`src/inc/csir_cfg.svh`:
```
// Purpose: Constants for the charger status and identification register pair
// Assumes: Byte-wide register port, offsets as printed
// Notes:   Included by the package and the csir_regs module
`ifndef CSIR_CFG_SVH
`define CSIR_CFG_SVH
`define CSIR_ADDR_W        8
`define CSIR_OFS_STATUS    8'h0A
`define CSIR_OFS_IDENT     8'h0B
`define CSIR_BIT_ATTACH    7
`define CSIR_BIT_VLOOP     6
`define CSIR_BIT_ILOOP     5
`define CSIR_BIT_TOPOFF    3
`define CSIR_BIT_OVP       2
`define CSIR_BIT_VMASK     1
`define CSIR_BIT_IMASK     0
`define CSIR_BIT_SRST      7
`define CSIR_PART_HI       6
`define CSIR_PART_LO       3
`define CSIR_REV_HI        1
`define CSIR_REV_LO        0
`define CSIR_MASK_RESET    1'b0
`define CSIR_SRST_CYCLES   4'h4
// Identification values below are arbitrary
`define CSIR_PART_CODE     4'h5
`define CSIR_REV_CODE      2'h2
// Positions in the synchronised status vector
`define CSIR_SYNC_W        5
`define CSIR_SYNC_ATTACH   4
`define CSIR_SYNC_VLOOP    3
`define CSIR_SYNC_ILOOP    2
`define CSIR_SYNC_TOPOFF   1
`define CSIR_SYNC_OVP      0
`define CSIR_BYTE_ZERO     8'h00
`endif

```
`src/inc/csir_pkg.sv`:
```
// Purpose: Types for the charger status and identification register pair
// Assumes: csir_cfg.svh supplies the numbers
// Notes:   Holds the state enumeration; struct types live in the modules
`include "csir_cfg.svh"
package csir_pkg;
  typedef enum logic [1:0] {
    CSIR_IDLE,
    CSIR_RESETTING
  } csir_state_t;
endpackage

```
`src/verilog/csir_regs.sv`:
```
// Purpose: Status and mask register plus soft reset and identification register
// Assumes: Byte-wide register port with one-cycle write strobe, status inputs from analog side
// Notes:   Read data is registered, one cycle after the read strobe
//          Writes are ignored while the soft reset sequence runs
//          Status bits lag their pins by two clocks
// Overview of operation
// - Bit 7 of the status register reads 1 when the input supply is attached and 0 otherwise.
// - Bit 6 reads 1 while the input voltage regulation loop is active.
// - Bit 5 reads 1 while the input current regulation loop is active.
// - Bit 3 reads 1 while the top-off timer is counting.
// - Bit 2 reads 1 while the device is in input overvoltage.
// - A voltage-loop interrupt pulse is sent on loop entry unless its mask bit is 1.
// - A current-loop interrupt pulse is sent on loop entry unless its mask bit is 1.
// - Writing 1 to the soft-reset bit restores all registers to defaults and restarts the safety timer.
// - The soft-reset bit reads 1 only during the reset sequence and then clears itself.
// - Writing 0 to the soft-reset bit changes nothing.
`timescale 1ns/1ps
`include "csir_cfg.svh"
module csir_regs
  import csir_pkg::*;
#(
  parameter logic [3:0] SRST_CYCLES = `CSIR_SRST_CYCLES,
  // Arbitrary identification values
  parameter logic [3:0] PART_CODE   = `CSIR_PART_CODE,
  parameter logic [1:0] REV_CODE    = `CSIR_REV_CODE
) (
  // Clock and reset
  input  wire logic                   mclk,
  input  wire logic                   nrst,
  // Register port
  input  wire logic [`CSIR_ADDR_W-1:0] reg_addr,
  input  wire logic [7:0]             reg_wdata,
  input  wire logic                   reg_wr,
  input  wire logic                   reg_rd,
  output logic      [7:0]             reg_rdata,
  // Status levels from the analog side
  input  wire logic                   input_attached,
  input  wire logic                   input_voltage_loop_active,
  input  wire logic                   input_current_loop_active,
  input  wire logic                   topoff_timer_running,
  input  wire logic                   input_overvoltage_flag,
  // Event and control outputs
  output logic                        voltage_loop_irq,
  output logic                        current_loop_irq,
  output logic                        safety_timer_restart,
  output logic                        regs_soft_reset
);
  typedef struct packed {
    // Soft reset sequencer
    csir_state_t state;
    logic [3:0]  count;
    // Writable mask bits
    logic        vmask;
    logic        imask;
    // Loop edge detection and pulses
    logic        vloop_d;
    logic        iloop_d;
    logic        virq;
    logic        iirq;
    logic        timer_rst;
    // Read data
    logic [7:0]  rdata;
  } csir_regs_t;

  csir_regs_t              r;
  csir_regs_t              next_r;
  logic [`CSIR_SYNC_W-1:0] stat_sync;
  logic                    srst_busy;
  logic                    wr_status;
  logic                    wr_srst_set;
  logic                    vloop_now;
  logic                    iloop_now;

  // Elaboration checks
  if (SRST_CYCLES == 4'h0) begin : g_bad_srst
    $error("csir_regs soft reset length must be at least one cycle");
  end
  if ($bits(PART_CODE) != `CSIR_PART_HI - `CSIR_PART_LO + 1) begin : g_bad_part
    $error("csir_regs part code does not fit its field");
  end
  if ($bits(REV_CODE) != `CSIR_REV_HI - `CSIR_REV_LO + 1) begin : g_bad_rev
    $error("csir_regs revision code does not fit its field");
  end
  if (`CSIR_SYNC_ATTACH >= `CSIR_SYNC_W) begin : g_bad_sync
    $error("csir_regs status vector too narrow");
  end

  csir_sync #(
    .WIDTH (`CSIR_SYNC_W)
  ) u_sync (
    .mclk     (mclk),
    .nrst     (nrst),
    .async_in ({input_attached, input_voltage_loop_active, input_current_loop_active,
                topoff_timer_running, input_overvoltage_flag}),
    .sync_out (stat_sync)
  );

  // Address decode shared by the read and write paths
  function automatic logic csir_is_status(input logic [`CSIR_ADDR_W-1:0] a);
    return (a == `CSIR_OFS_STATUS);
  endfunction

  function automatic logic csir_is_ident(input logic [`CSIR_ADDR_W-1:0] a);
    return (a == `CSIR_OFS_IDENT);
  endfunction

  // Loop entry seen with its mask open
  function automatic logic csir_entry(input logic now, input logic prev, input logic mask);
    return now && !prev && !mask;
  endfunction

  // Status byte; reserved bit reads 0
  function automatic logic [7:0] csir_status_byte(input logic [`CSIR_SYNC_W-1:0] s, input logic vm,
                                                  input logic im);
    logic [7:0] d;
    d                   = `CSIR_BYTE_ZERO;
    d[`CSIR_BIT_ATTACH] = s[`CSIR_SYNC_ATTACH];
    d[`CSIR_BIT_VLOOP]  = s[`CSIR_SYNC_VLOOP];
    d[`CSIR_BIT_ILOOP]  = s[`CSIR_SYNC_ILOOP];
    d[`CSIR_BIT_TOPOFF] = s[`CSIR_SYNC_TOPOFF];
    d[`CSIR_BIT_OVP]    = s[`CSIR_SYNC_OVP];
    d[`CSIR_BIT_VMASK]  = vm;
    d[`CSIR_BIT_IMASK]  = im;
    return d;
  endfunction

  // Ident byte; reserved bit reads 0
  function automatic logic [7:0] csir_ident_byte(input logic busy);
    logic [7:0] d;
    d                              = `CSIR_BYTE_ZERO;
    d[`CSIR_BIT_SRST]              = busy;
    d[`CSIR_PART_HI:`CSIR_PART_LO] = PART_CODE;
    d[`CSIR_REV_HI:`CSIR_REV_LO]   = REV_CODE;
    return d;
  endfunction

  // Unmapped addresses read 0
  function automatic logic [7:0] csir_read(input logic [`CSIR_ADDR_W-1:0] a, input logic [`CSIR_SYNC_W-1:0] s,
                                           input logic vm, input logic im, input logic busy);
    logic [7:0] d;
    d = `CSIR_BYTE_ZERO;
    if (csir_is_status(a)) begin
      d = csir_status_byte(s, vm, im);
    end else if (csir_is_ident(a)) begin
      d = csir_ident_byte(busy);
    end
    return d;
  endfunction

  assign srst_busy   = (r.state == CSIR_RESETTING);
  assign wr_status   = reg_wr && csir_is_status(reg_addr);
  assign wr_srst_set = reg_wr && csir_is_ident(reg_addr) && reg_wdata[`CSIR_BIT_SRST];
  assign vloop_now   = stat_sync[`CSIR_SYNC_VLOOP];
  assign iloop_now   = stat_sync[`CSIR_SYNC_ILOOP];

  // Next-state logic

  always_comb begin
    next_r           = r;
    // Pulses last one cycle
    next_r.virq      = 1'b0;
    next_r.iirq      = 1'b0;
    next_r.timer_rst = 1'b0;
    // Loop entry pulses
    next_r.vloop_d   = vloop_now;
    next_r.iloop_d   = iloop_now;
    if (csir_entry(vloop_now, r.vloop_d, r.vmask)) begin
      next_r.virq = 1'b1;
    end
    if (csir_entry(iloop_now, r.iloop_d, r.imask)) begin
      next_r.iirq = 1'b1;
    end

    // Read capture; data holds until the next read
    if (reg_rd) begin
      next_r.rdata = csir_read(reg_addr, stat_sync, r.vmask, r.imask, srst_busy);
    end

    // Mask writes and the soft reset sequencer
    case (r.state)
      CSIR_IDLE: begin
        if (wr_status) begin
          next_r.vmask = reg_wdata[`CSIR_BIT_VMASK];
          next_r.imask = reg_wdata[`CSIR_BIT_IMASK];
        end else if (wr_srst_set) begin
          next_r.state     = CSIR_RESETTING;
          next_r.count     = SRST_CYCLES;
          next_r.timer_rst = 1'b1;
        end
      end
      CSIR_RESETTING: begin
        // Writes are ignored until the sequence ends
        next_r.vmask = `CSIR_MASK_RESET;
        next_r.imask = `CSIR_MASK_RESET;
        next_r.count = r.count - 4'h1;
        if (r.count == 4'h1) begin
          next_r.state = CSIR_IDLE;
        end
      end
      default: begin
        next_r.state = CSIR_IDLE;
      end
    endcase
  end

  // Synchronous reset to the power-up defaults
  always_ff @(posedge mclk) begin
    if (!nrst) begin
      r       <= '0;
      r.state <= CSIR_IDLE;
    end else begin
      r <= next_r;
    end
  end

  // Outputs straight from flops, except regs_soft_reset, which is decoded from the state
  assign reg_rdata            = r.rdata;
  assign voltage_loop_irq     = r.virq;
  assign current_loop_irq     = r.iirq;
  assign safety_timer_restart = r.timer_rst;
  assign regs_soft_reset      = srst_busy;
endmodule

```
`src/verilog/csir_sync.sv`:
```
// Purpose: Two-stage synchroniser for a bus of level inputs
// Assumes: Inputs are levels from outside the mclk domain
// Notes:   First stage is read by the second stage only
`timescale 1ns/1ps
module csir_sync #(
  parameter int WIDTH = 5
) (
  input  wire logic             mclk,
  input  wire logic             nrst,
  input  wire logic [WIDTH-1:0] async_in,
  output logic      [WIDTH-1:0] sync_out
);
  typedef struct packed {
    logic [WIDTH-1:0] stage1;
    logic [WIDTH-1:0] stage2;
  } csir_sync_t;

  csir_sync_t r;
  csir_sync_t next_r;

  if (WIDTH < 1) begin : g_bad_width
    $error("csir_sync width must be positive");
  end

  always_comb begin
    next_r        = r;
    next_r.stage1 = async_in;
    next_r.stage2 = r.stage1;
  end

  always_ff @(posedge mclk) begin
    if (!nrst) begin
      r <= '0;
    end else begin
      r <= next_r;
    end
  end

  assign sync_out = r.stage2;
endmodule

```
`config.mk`:
```
export PLATFORM = sky130hd
export DESIGN_NAME = csir_regs
export DESIGN_NICKNAME = d
export VERILOG_FILES = /design/src/inc/csir_pkg.sv /design/src/verilog/csir_regs.sv /design/src/verilog/csir_sync.sv
export VERILOG_INCLUDE_DIRS = /design/src /design/src/inc
export SDC_FILE = /design/constraint.sdc
export NUM_CORES = 1
export LEC_CHECK = 0
export ABC_AREA = 1
export BUFFER_PORTS_ARGS = -buffer_cell sky130_fd_sc_hd__buf_2
export CORE_MARGIN = 3
export CORE_UTILIZATION = 49
export CTS_CLUSTER_DIAMETER = 100
export DETAILED_ROUTE_END_ITERATION = 6
export PLACE_DENSITY = 0.77
export SKIP_LAST_GASP = 1
export SYNTH_ARGS = -nofsm -noshare
export SYNTH_HDL_FRONTEND = slang
export SYNTH_SLANG_ARGS = --single-unit
```
`constraint.sdc`:
```
create_clock -name mclk -period 1.6 [get_ports mclk]
set_clock_uncertainty 0.15 [all_clocks]
set_input_delay 0.32 -clock mclk [delete_from_list [all_inputs] [get_ports mclk]]
set_output_delay 0.32 -clock mclk [all_outputs]
set_load 0.005 [all_outputs]
```
==> flow_summary_export.csv <==
group,metric,value,unit
final_layout,nets,213,
clock_network,cts_buffers,5,
clock_network,clk_path_buf_depth,2,
die,num_rows,17,
yosys,ys_async_sr_fraction,0,%
yosys,synthMuxAreaShare,0,%
setup_path,critPathMaxFanout,9,
final_layout,multi_input_area,429,sq um
timing,clock.fmax,0.686,GHz
final_layout,final.fill_count,200,
power,power.density,958,mW/mm^2
setup_path,arrival,0.99,ns
timing,fin_crit_sh,91.0,%
yosys,syn_avg_cell_area,7.64,sq um
die,fp.dieW,55.8,um
timing,rsz0062_at_grt,"no",
route,drt_iter0_drc,17,
min_path,hp-class,"in -> reg",
route,wirelength,2160,um
grt,grt_start_max_net_pins,13,
timing,drv_slew,0,
yosys,syn_nets,186,
power,power.total,1.35,mW
yosys,synthAdderAreaFrac,2.06,%
route,drc,0,
place,place_hpwl,1690,um
clock_network,cts_root_buffer,"clkbuf_4",
die,core_area,0.00228,sq mm
timing,finalHoldViolCount,0,
setup_path,path_delay_family,"flip-flops",
yosys,synthXorXnorAreaFrac,0,%
setup_path,start_kind,"flip-flop",
place,port_buffers,30,
setup_path,slowest_stage,"dfxtp_1",
yosys,syn_inst,159,
clock_network,clock_latency,0.32,ns
yosys,synth-compound-area-share,8.44,%
clock_network,cts.reportedPaths.clkPinSlew,0.08,ns
setup_path,required,1.13,ns
clock_network,cts_tree,"built",
power,leakage,0.789,nW
route,ant_nets,0,
final_layout,design_area,0.00141,sq mm
clock_network,cts_htree_levels,2,
timing,hold-worst-slack,0.0287,ns
final_layout,register_area,581,sq um
final_layout,syn2layout_area_growth,15.7,%
yosys,synth-edff-count,0,
route,routedWlPerCell,10.0,um
yosys,ys_warn_count,0,
grt,antenna_found_initial,0,
final_layout,diodes,0,
clock_network,post_cts_resized,0,
die,dieArea,0.00311,sq mm
yosys,synth_top_family_by_area,"simple AND/OR/NAND/NOR gates",
route,routed-via-count,993,
grt,grt_usage,14.8,%
die,die_h,55.8,um
final_layout,drive_above_1_share,29.9,%
route,firstDrtPassIters,4,
setup_path,critPathBufInv,1,
clock_network,holdBufCountCts,0,
die,io_pins,37,
yosys,synth_cell_type_count,24,
final_layout,final_cell_mix,"nand2_1 (33), buf_2 (30), inv_1 (29), dfxtp_1 (29), a21oi_1 (10)",
die,start_util,53.4,%
setup_path,crit_type,"reg -> out",
timing,setup_tns,0,ns
place,gp_congestion,0.759,
grt,grt_pass1_vias,927,
clock_network,clock-sinks,29,
place,dp_cells,207,
place,place_area,0.00134,sq mm
grt,grt-ovfl-total,0,
final_layout,final_common_cell,"nand2_1",
clock_network,postCtsSetupRepairBufs,0,
setup_path,crit_chain,"buf_2",
setup_path,critPathCaptureType,"output pin",
job,cap_viol_max_count,0,
yosys,ys_ff_latch,29,
outcome,status,"complete, no violations",
power,ir_worst_vdd,0.600,mV
setup_path,max_stage_delay,0.50,ns
yosys,synth_seq_area_share,47.8,%
timing,finalSetupViolCount,0,
route,vias_per_cell,4.62,
yosys,synth-simple-area-share,24.5,%
grt,grt_pass1_wl,3550,um
yosys,syn_area,0.00121,sq mm
timing,layout_min_cycle_time,1.46,ns
yosys,synthFlopType,"dfxtp_1",
final_layout,instances_no_fill,215,
-- stage by stage --
stage	setup slack, ns	util [%]
after floorplan	0.318	-
after CTS	0.113	61.7
after detailed placement	0.202	58.7
after global routing	0.0719	61.7
after global placement	0.252	58.7
final	0.143	61.7
-- where the power goes --
group	switching (mW)	internal, mW
sequential	0.00818	0.745
clock	0.240	0.254
combinational	0.0556	0.0431
total	0.304	1.04
-- sequential cells by signal, indices dropped and copies added (netlist names) --
name	flops
r	9
reg_rdata	7
u_sync.next_r	5
u_sync.sync_out	5
current_loop_irq	1
safety_timer_restart	1
voltage_loop_irq	1
-- worst reg2reg max path: cells and delay by family, from the launching register on --
family	cells	cell delay, ns
AO/OA/AOI/OAI	1	0.12
adder cells (fa/ha/maj)	1	0.21
buffers and inverters	1	0.08
flip-flops	1	0.38
AND/OR/NAND/NOR	3	0.42
-- cell usage after synthesis, types with 2 or more instances --
cell type  instances  share of area [%]
nand2_1           33                 10
dfxtp_1           29                 48
inv_1             29                9.0
a21oi_1           10                4.1
o21ai_0            9                3.7
buf_4              8                4.9
nand3_1            6                2.5
nor2_1             6                1.9
inv_2              5                1.5
nand2_2            4                2.1
nor3_1             4                1.6
clkbuf_1           2               0.62
ha_1               2                2.1
nor2_2             2                1.0
-- final cells by class --
class                   instances  area share (%)
flip-flops and latches         29            41.3
multi-input cells              84            30.5
repair buffers                 31            11.2
inverters                      35            9.44
clock buffers                   7            4.63
well taps                      28            2.49
clock inverters                 1           0.356
-- layer usage --
layer / share of wire, % / up-vias / track usage, %
li1: - / 519 / -
met1: 39 / 445 / 13.9
met2: 54 / 25 / 27.5
met3: 6.3 / 4 / 7.19
met4: 0.79 / 0 / 5.21
met5: 0 / - / 0
-- path summary, 6_finish.rpt --
kind / from / end / slack, ns / cells past startpoint
max: r[19] / regs_soft_reset / 0.14 / 1
min: input_current_loop_active / u_sync.next_r[2] / 0.03 / 3
max reg2reg: r[15] / r[17] / 0.19 / 6
min reg2reg: r[11] / current_loop_irq / 0.25 / 1
-- logic make-up after synthesis --
group,after synthesis
flip-flops,29
other,1
AND/OR/NAND/NOR,61
buffers and inverters,46
adder cells (fa/ha/maj),2
AO/OA/AOI/OAI,20
Power figures use the tool's default switching activity.
